<file path="src/verilog/cdm_defs.svh">
// Command codes, field layouts, reset values and widths of the critical output mask block
`ifndef CDM_DEFS_SVH
`define CDM_DEFS_SVH
`define CDM_CMD_MASK1 8'h0C
`define CDM_CMD_MASK2 8'h0D
`define CDM_CMD_MASK3 8'h0E
`define CDM_CMD_DIODE 8'h38
`define CDM_CMD_LIM_LOCAL 8'h40
`define CDM_CMD_LIM_R1_1 8'h41
`define CDM_CMD_LIM_R2_1 8'h42
`define CDM_CMD_LIM_R3 8'h43
`define CDM_CMD_LIM_R4 8'h44
`define CDM_CMD_LIM_R1_2 8'h49
`define CDM_CMD_LIM_R2_2 8'h4A
`define CDM_CMD_HYST 8'h5A
`define CDM_CMD_IRQ_STAT 8'h70
`define CDM_CMD_IRQ_MASK 8'h71
`define CDM_RST_MASK1 5'h19
`define CDM_RST_MASK2 5'h00
`define CDM_RST_MASK3 5'h07
`define CDM_RST_LIM_LOCAL 7'h55
`define CDM_RST_LIM_R12_1 8'h6E
`define CDM_RST_LIM_OTHER 8'h55
`define CDM_RST_HYST 5'h0A
`define CDM_RST_IRQ_MASK 4'hF
`define CDM_CHANS 5
`define CDM_PINS 3
`define CDM_REMS 4
`define CDM_IRQS 4
`define CDM_IRQ_DIODE 3
`endif

</file>
<file path="src/verilog/cdm_pkg.sv">
// Shared types of the critical output mask block
package cdm_pkg;
   typedef logic [7:0] cdm_byte_t;
   typedef logic [4:0] cdm_chan_t;
   typedef logic [3:0] cdm_rem_t;
endpackage

</file>
<file path="src/verilog/cdm_crit_status.sv">
// One channel status bit with set at limit and clear below limit minus hysteresis
`timescale 1ns/1ps
module cdm_crit_status (
   input wire logic clock_in,
   input wire logic resetn_in,
   input wire logic update_in,
   input wire logic [7:0] reading_in,
   input wire logic [7:0] limit_in,
   input wire logic [4:0] hyst_in,
   output logic status_out
);
   logic status_reg;
   logic [8:0] clear_level;
   // Nine bits keep limit minus hysteresis from wrapping below zero
   assign clear_level = {1'b0, limit_in} - {4'h0, hyst_in};
   always_ff @(posedge clock_in or negedge resetn_in) begin
      if (!resetn_in) begin
         status_reg <= 1'b0;
      end else if (update_in) begin
         if (reading_in >= limit_in) begin
            status_reg <= 1'b1;
         end else if (!clear_level[8] && ({1'b0, reading_in} < clear_level)) begin
            status_reg <= 1'b0;
         end
      end
   end
   assign status_out = status_reg;
endmodule // cdm_crit_status

</file>
<file path="src/verilog/cdm_top.sv">
// Critical output masking, channel status and diode mismatch flags with register port
//
// Function
// - First mask at 0x0C resets 0x19
// - Second mask at 0x0D resets 0x00
// - Third mask at 0x0E resets 0x07
// - Clear mask bit forwards channel event
// - Reserved bits read as zero
// - Diode flag per remote channel at 0x38
// - Flag reads zero without mismatch
// - Pin active while any unmasked status set
// - Status sets at limit, clears below hysteresis
`timescale 1ns/1ps
`include "cdm_defs.svh"
module cdm_top (
   input wire logic clock_in,
   input wire logic resetn_in,
   input wire logic [7:0] addr_in,
   input wire cdm_pkg::cdm_byte_t wdata_in,
   input wire logic wr_in,
   input wire logic rd_in,
   output cdm_pkg::cdm_byte_t rdata_out,
   input wire logic conv_done_in,
   input wire cdm_pkg::cdm_byte_t local_temp_in,
   input wire cdm_pkg::cdm_byte_t rem1_temp_in,
   input wire cdm_pkg::cdm_byte_t rem2_temp_in,
   input wire cdm_pkg::cdm_byte_t rem3_temp_in,
   input wire cdm_pkg::cdm_byte_t rem4_temp_in,
   input wire cdm_pkg::cdm_rem_t beta_comp_on_in,
   input wire cdm_pkg::cdm_rem_t std_diode_seen_in,
   output logic crit_out_first_n_out,
   output logic crit_out_second_n_out,
   output logic crit_out_third_n_out,
   output logic irq_out
);
   import cdm_pkg::*;

   // Mask registers, bit 0 local then remotes 1 to 4
   cdm_chan_t mask_reg [0:`CDM_PINS-1];
   logic [6:0] lim_local_reg;
   cdm_byte_t lim_r1_first_reg;
   cdm_byte_t lim_r2_first_reg;
   cdm_byte_t lim_r3_reg;
   cdm_byte_t lim_r4_reg;
   cdm_byte_t lim_r1_second_reg;
   cdm_byte_t lim_r2_second_reg;
   logic [4:0] hyst_reg;
   cdm_rem_t diode_flag_reg;
   cdm_rem_t diode_flag_next;
   logic [`CDM_IRQS-1:0] irq_stat_reg;
   logic [`CDM_IRQS-1:0] irq_stat_next;
   logic [`CDM_IRQS-1:0] irq_mask_reg;
   logic [`CDM_IRQS-1:0] irq_event;
   logic [`CDM_PINS-1:0] pin_active_next;
   logic [`CDM_PINS-1:0] pin_n_reg;
   cdm_byte_t rdata_reg;
   cdm_byte_t rdata_next;
   cdm_byte_t chan_temp [0:`CDM_CHANS-1];
   cdm_byte_t chan_limit [0:`CDM_PINS-1][0:`CDM_CHANS-1];
   cdm_chan_t chan_status [0:`CDM_PINS-1];

   // True when a write strobe addresses the given command
   function automatic logic wr_hit(input logic wr, input logic [7:0] addr,
                                   input logic [7:0] cmd);
      wr_hit = wr && (addr == cmd);
   endfunction

   // Pin stays active while any status bit is set and not blocked
   function automatic logic pin_active(input cdm_chan_t status, input cdm_chan_t mask);
      pin_active = |(status & ~mask);
   endfunction

   // Mask registers
   always_ff @(posedge clock_in or negedge resetn_in) begin
      if (!resetn_in) begin
         mask_reg[0] <= `CDM_RST_MASK1;
         mask_reg[1] <= `CDM_RST_MASK2;
         mask_reg[2] <= `CDM_RST_MASK3;
      end else begin
         if (wr_hit(wr_in, addr_in, `CDM_CMD_MASK1)) begin
            mask_reg[0] <= wdata_in[4:0];
         end
         if (wr_hit(wr_in, addr_in, `CDM_CMD_MASK2)) begin
            mask_reg[1] <= wdata_in[4:0];
         end
         if (wr_hit(wr_in, addr_in, `CDM_CMD_MASK3)) begin
            mask_reg[2] <= wdata_in[4:0];
         end
      end
   end

   // Limit and hysteresis registers
   always_ff @(posedge clock_in or negedge resetn_in) begin
      if (!resetn_in) begin
         lim_local_reg <= `CDM_RST_LIM_LOCAL;
         lim_r1_first_reg <= `CDM_RST_LIM_R12_1;
         lim_r2_first_reg <= `CDM_RST_LIM_R12_1;
         lim_r3_reg <= `CDM_RST_LIM_OTHER;
         lim_r4_reg <= `CDM_RST_LIM_OTHER;
         lim_r1_second_reg <= `CDM_RST_LIM_OTHER;
         lim_r2_second_reg <= `CDM_RST_LIM_OTHER;
         hyst_reg <= `CDM_RST_HYST;
      end else begin
         if (wr_hit(wr_in, addr_in, `CDM_CMD_LIM_LOCAL)) begin
            lim_local_reg <= wdata_in[6:0];
         end
         if (wr_hit(wr_in, addr_in, `CDM_CMD_LIM_R1_1)) begin
            lim_r1_first_reg <= wdata_in;
         end
         if (wr_hit(wr_in, addr_in, `CDM_CMD_LIM_R2_1)) begin
            lim_r2_first_reg <= wdata_in;
         end
         if (wr_hit(wr_in, addr_in, `CDM_CMD_LIM_R3)) begin
            lim_r3_reg <= wdata_in;
         end
         if (wr_hit(wr_in, addr_in, `CDM_CMD_LIM_R4)) begin
            lim_r4_reg <= wdata_in;
         end
         if (wr_hit(wr_in, addr_in, `CDM_CMD_LIM_R1_2)) begin
            lim_r1_second_reg <= wdata_in;
         end
         if (wr_hit(wr_in, addr_in, `CDM_CMD_LIM_R2_2)) begin
            lim_r2_second_reg <= wdata_in;
         end
         if (wr_hit(wr_in, addr_in, `CDM_CMD_HYST)) begin
            hyst_reg <= wdata_in[4:0];
         end
      end
   end

   assign chan_temp[0] = local_temp_in;
   assign chan_temp[1] = rem1_temp_in;
   assign chan_temp[2] = rem2_temp_in;
   assign chan_temp[3] = rem3_temp_in;
   assign chan_temp[4] = rem4_temp_in;

   // Remotes 1 and 2 use their second limit for the second and third pins
   always_comb begin
      for (int p = 0; p < `CDM_PINS; p++) begin
         chan_limit[p][0] = {1'b0, lim_local_reg};
         chan_limit[p][1] = (p == 0) ? lim_r1_first_reg : lim_r1_second_reg;
         chan_limit[p][2] = (p == 0) ? lim_r2_first_reg : lim_r2_second_reg;
         chan_limit[p][3] = lim_r3_reg;
         chan_limit[p][4] = lim_r4_reg;
      end
   end

   // Status bits update only on conversion results, never on register writes
   generate
      for (genvar p = 0; p < `CDM_PINS; p++) begin : g_pin
         for (genvar c = 0; c < `CDM_CHANS; c++) begin : g_chan
            cdm_crit_status u_status (
               .clock_in(clock_in),
               .resetn_in(resetn_in),
               .update_in(conv_done_in),
               .reading_in(chan_temp[c]),
               .limit_in(chan_limit[p][c]),
               .hyst_in(hyst_reg),
               .status_out(chan_status[p][c])
            );
         end
      end
   endgenerate

   // Pin evaluation every cycle so a new mask is seen on the next edge
   always_comb begin
      for (int p = 0; p < `CDM_PINS; p++) begin
         pin_active_next[p] = pin_active(chan_status[p], mask_reg[p]);
      end
   end

   always_ff @(posedge clock_in or negedge resetn_in) begin
      if (!resetn_in) begin
         pin_n_reg <= '1;
      end else begin
         pin_n_reg <= ~pin_active_next;
      end
   end

   assign crit_out_first_n_out = pin_n_reg[0];
   assign crit_out_second_n_out = pin_n_reg[1];
   assign crit_out_third_n_out = pin_n_reg[2];

   // Flag is a live copy of the mismatch, so it falls back to zero once cured
   assign diode_flag_next = beta_comp_on_in & std_diode_seen_in;

   always_ff @(posedge clock_in or negedge resetn_in) begin
      if (!resetn_in) begin
         diode_flag_reg <= '0;
      end else begin
         diode_flag_reg <= diode_flag_next;
      end
   end

   // Events: a pin turning active, or a new diode mismatch appearing
   always_comb begin
      irq_event[`CDM_PINS-1:0] = pin_active_next & pin_n_reg;
      irq_event[`CDM_IRQ_DIODE] = |(diode_flag_next & ~diode_flag_reg);
   end

   // Sticky status, write one to clear; a same-cycle event wins
   always_comb begin
      irq_stat_next = irq_stat_reg;
      if (wr_hit(wr_in, addr_in, `CDM_CMD_IRQ_STAT)) begin
         irq_stat_next = irq_stat_reg & ~wdata_in[`CDM_IRQS-1:0];
      end
      irq_stat_next = irq_stat_next | irq_event;
   end

   always_ff @(posedge clock_in or negedge resetn_in) begin
      if (!resetn_in) begin
         irq_stat_reg <= '0;
      end else begin
         irq_stat_reg <= irq_stat_next;
      end
   end

   always_ff @(posedge clock_in or negedge resetn_in) begin
      if (!resetn_in) begin
         irq_mask_reg <= `CDM_RST_IRQ_MASK;
      end else if (wr_hit(wr_in, addr_in, `CDM_CMD_IRQ_MASK)) begin
         irq_mask_reg <= wdata_in[`CDM_IRQS-1:0];
      end
   end

   // Mask bit set keeps its sticky bit off the line, in the same sense as the pin masks
   assign irq_out = |(irq_stat_reg & ~irq_mask_reg);

   // Read decode; unmapped commands and reserved bits return zero
   always_comb begin
      rdata_next = '0;
      case (addr_in)
         `CDM_CMD_MASK1: begin
            rdata_next = {3'h0, mask_reg[0]};
         end
         `CDM_CMD_MASK2: begin
            rdata_next = {3'h0, mask_reg[1]};
         end
         `CDM_CMD_MASK3: begin
            rdata_next = {3'h0, mask_reg[2]};
         end
         `CDM_CMD_DIODE: begin
            rdata_next = {3'h0, diode_flag_reg, 1'b0};
         end
         `CDM_CMD_LIM_LOCAL: begin
            rdata_next = {1'b0, lim_local_reg};
         end
         `CDM_CMD_LIM_R1_1: begin
            rdata_next = lim_r1_first_reg;
         end
         `CDM_CMD_LIM_R2_1: begin
            rdata_next = lim_r2_first_reg;
         end
         `CDM_CMD_LIM_R3: begin
            rdata_next = lim_r3_reg;
         end
         `CDM_CMD_LIM_R4: begin
            rdata_next = lim_r4_reg;
         end
         `CDM_CMD_LIM_R1_2: begin
            rdata_next = lim_r1_second_reg;
         end
         `CDM_CMD_LIM_R2_2: begin
            rdata_next = lim_r2_second_reg;
         end
         `CDM_CMD_HYST: begin
            rdata_next = {3'h0, hyst_reg};
         end
         `CDM_CMD_IRQ_STAT: begin
            rdata_next = {4'h0, irq_stat_reg};
         end
         `CDM_CMD_IRQ_MASK: begin
            rdata_next = {4'h0, irq_mask_reg};
         end
         default: begin
            rdata_next = '0;
         end
      endcase
   end

   // Data stand only in the cycle after the read strobe
   always_ff @(posedge clock_in or negedge resetn_in) begin
      if (!resetn_in) begin
         rdata_reg <= '0;
      end else if (rd_in) begin
         rdata_reg <= rdata_next;
      end else begin
         rdata_reg <= '0;
      end
   end

   assign rdata_out = rdata_reg;
endmodule // cdm_top
</file>
<file path="config.mk">
export PLATFORM = sky130hd
export DESIGN_NAME = cdm_top
export DESIGN_NICKNAME = d
export VERILOG_FILES = /design/src/verilog/cdm_pkg.sv /design/src/verilog/cdm_crit_status.sv /design/src/verilog/cdm_top.sv
export VERILOG_INCLUDE_DIRS = /design/src /design/src/verilog
export SDC_FILE = /design/constraint.sdc
export NUM_CORES = 1
export LEC_CHECK = 0
export BUFFER_PORTS_ARGS = -buffer_cell sky130_fd_sc_hd__buf_2
export CAP_MARGIN = 20
export CORE_MARGIN = 1.5
export CORE_UTILIZATION = 50
export DETAILED_ROUTE_END_ITERATION = 12
export GPL_ROUTABILITY_DRIVEN = 0
export PLACE_DENSITY = 0.69
export REMOVE_ABC_BUFFERS = 1
export SLEW_MARGIN = 15
export SYNTH_ARGS = -nofsm -noshare
export SYNTH_HDL_FRONTEND = slang
export SYNTH_SLANG_ARGS = --single-unit
</file>
<file path="constraint.sdc">
create_clock -name clock_in -period 3.5 [get_ports clock_in]
set_input_delay 0.35 -clock clock_in [delete_from_list [all_inputs] [get_ports clock_in]]
set_output_delay 0.35 -clock clock_in [all_outputs]
set_load 0.03 [all_outputs]
</file>
==> results.md <==
- CP cell instances: inv_1, ha_1, o21a_1, o21ai_0, nand2_1, xnor2_1, ha_1, a21oi_1, o21ai_0, o21a_1, a2111o_1, a22o_1
- Worst-Skew Late Latency: 0.36 ns
- Asr flop ratio synth: 100%
- Hold/Removal Path Class: in -> reg
- Cells after synthesis: 959
- Hold path start: std_diode_seen_in[1]
- Worst EP arrival: 3.57 ns
- CP required: around 3.8 ns
- H-Tree Depth: 3
- CP peak stage delay: 0.54 ns
- Finished Core Util: 56.9%
- Worst setup margin: 0.181 ns
- Synth top area share: 19.4%
- Sequential Area: 2690 sq um
- DRC viols: 0
- Avg WL per Cell: 19.9 microns
- Synth Register Bits: 105
- FMAX: around 0.3 GHz
- MaxCap Viol Count: 0
- Internal power: 2.37 mW
- Dominant cells by area after synthesis: ha_1, dfrtp_1, dfstp_2
- Count of final setup violators: 0
- Pins Over Slew Limit: 0
- N_diodes: 0
- Worst path slowest cell: dfstp_2
- Final worst-path cycle share: 94.8%
- Post-DRT Antenna Nets: 0
- GRT Total Usage: 28.4%
- P_leak: around 4.5 nW
- Nets: 1250
- # clock sinks: roughly 110
- Buffer depth of the longest clock path: 2
- Vias in the first global route: around 7.3k
- Post-layout min period: 3.32 ns
- Status: finished, final reports clean
- Clk slew on worst S/H paths: approximately 0.070 ns
- Largest net degree at the start of global routing: 45
- CP Capture Type: flip-flop
- Initial antenna violation count: 1
- Row cnt: 48
- Post-synth EDFFs: 0
- Power Total: 3.56 mW
- Post-CTS setup buffers: 0
- Top delay family on crit path: compound AO/OA/AOI/OAI gates
- First-pass GRT wire length: just under 40000 microns
- Seq/Total Area, Yosys: roughly 30%
- Core Footprint: 17300 sq um
- Slew margin rel.: a little over a third
- Dpl ws: 0.133 ns
- Vias/cell: 6.04
- Initial detailed-routing violation count: 685
- Sequential power share: between 30% and 40%
- Actual slew at the worst max-slew pin: 0.945 ns
- Logic pwr share: 30.6%
- Root Buffer: clkbuf_16
- Dpl cell area: 9520 sq um
- Fin area: 9840 sq um
- Crit path max fanout: 7
- Placed insts: between 1k and 1.5k
- Critical path launch point type: flip-flop
- Grt total ovfl: 0
- Die Wd: 136 microns
- Netlist cell types: 67
- Xor-xnor portion of the synthesized cell area: 1.58%
- Switch Pwr: 1.20 mW
- # port buffers: 80
- IO Count: 81
- Main combinational cell family by area after synthesis: adder cells
- Pwr Density: 362 nW/um^2
- Multi-input gate area: 5750 sq um
- Die area: 18600 sq um
- Share of layout cells above drive strength 1: 21.0%
- Final instance count without filler cells: 1266
- Clock share of power: 29.9%
- Crit path buf inv count: 1
- Die Span Y: approximately 140 microns
- Initial Utilization: 51.3%
- Synth-to-Final Area Change: 10.8%
- Hpwl dp: 19500 microns
- CTS tree: done
- Synth Area in Compound Gates: 20.5%
- Synth area leader: ha_1
- Simple-Gate Fraction of Synth Area: 13.9%
- Total number of vias: around 7.6k
- TritonRoute pass-1 iters: 5
- Detailed Route WL: between 20000 and 30000 microns
- Critical path type: reg -> reg
- Fillers: roughly 1.6k
- Worst VDD drop: 0.000242 V
- Synth Warn #: 0
- Worst R2R Setup Slack: around 0.18 ns
- Hold Fails Final Rpt: 0
- CP Launch Point: hyst_reg[3]
- Max reg flops: 15
- Post-synthesis mux area share: 7.68%
- CTS Buf Count: 9
- Post-Syn Area: 8880 sq um
- Final Skew: 0.00779 ns
- Adder-cell area share of the yosys netlist: 21.0%
- Avg Cell Area, Syn: 9.26 sq um
- Main synth FF type: dfrtp_1
- Net Sw Frac: 33.6%
- R2r startpoint: hyst_reg[3]
worst paths after layout:
check	to	cells past startpoint
worst max-delay path	g_pin[0].g_chan[2].u_status.status_out	12
worst min-delay path	diode_flag_reg[1]	3
worst max register to register	g_pin[0].g_chan[2].u_status.status_out	12
worst min register to register	irq_stat_reg[0]	2
max in group asynchronous	lim_r2_second_reg[2]	3
min in group asynchronous	diode_flag_reg[1]	2
per-layer routing:
layer	vias to the layer above	GRT usage (%)	share of wire, %
met5	-	0	0
met4	0	10.7	3.2
met3	57	4.18	6.9
met2	292	45.4	45
met1	3630	39.0	45
li1	3670	-	-
repair_timing:
item,CTS,global route
setup endpoints to repair,0,2
hold endpoints to repair,10,0
gates resized for setup,0,4
hold buffers,1,0
synthesized netlist by cell type (3+ instances only):
library cell and instances:
or4b_1 3, nor4_1 3, a21o_1 13, clkbuf_1 15, a211oi_1 27, buf_2 8, or3_1 7, nand2_1 86
a22oi_1 14, fa_1 7, dfstp_2 45, inv_1 87, o22ai_1 13, buf_6 3, o21a_1 26, ha_1 138
nor2_1 56, or2_2 9, o21ai_0 80, dfrtp_1 60, o2111ai_1 7, nand3_1 7, xor2_1 7, mux2_2 44
a31oi_1 8, a21oi_1 46, mux2_1 7, o2bb2ai_1 5, nand2b_1 12, mux4_2 3, nor3_1 11, a22o_1 7
a32oi_1 3, nand4_1 6, mux2i_1 4, a2111oi_0 6, nor2b_1 21, nor3_2 4, xnor2_1 9, a2111o_1 4
cells in the final DEF, fill, tap and decap left out, types with 21 or more instances in the layout:
cell      synthesis  final
ha_1            138    138
inv_1            87     87
nand2_1          86     86
o21ai_0          80     79
buf_2             8     79
dfrtp_1          60     59
nor2_1           56     56
a21oi_1          46     46
dfstp_2          45     45
mux2_2           44     44
a211oi_1         27     27
o21a_1           26     26
nor2b_1          21     21
power groups by stage:
stage | combinational (mW) | sequential (mW) | clock [mW]
finish | 1.09 | 1.41 | 1.07
global route | 1.24 | 1.42 | 1.12
CTS | 1.08 | 1.41 | 1.07
detailed placement | 1.07 | 1.43 | 0
global placement | 1.06 | 1.42 | 0
floorplan | 0.736 | 1.39 | 0
area by class of cell:
type	count	share of cell area, %
sequential	105	27.3
multi-input combinational	741	58.4
timing repair buffer	92	5.03
inverter	87	3.32
tap	225	2.86
clock inverter	5	0.648
clock buffer	11	2.47
cell families (layout without fill, tap and decap cells):
| logic type | count (synthesis) | after routing |
|---|---|---|
| XOR/XNOR | 16 | 16 |
| AO/OA/AOI/OAI | 279 | 279 |
| adder cells (fa/ha/maj) | 145 | 145 |
| buffers and inverters | 113 | 195 |
| multiplexers | 58 | 58 |
| AND/OR/NAND/NOR | 243 | 243 |
| flip-flops | 105 | 105 |
tightest hold or removal path, stage by stage:
cell	delay, ns
buf_2	0.07
nand2_1	0.05
inv_1	0.05
stage by stage:
stage | setup TNS, ns | hold WS (ns)
finish | 0 | 0.191
global route | -0.0107 | 0.201
CTS | 0 | 0.185
detailed placement | 0 | 0.380
global placement | 0 | 0.376
floorplan | 0 | 0.0544
(Power assumes the default switching activity.)
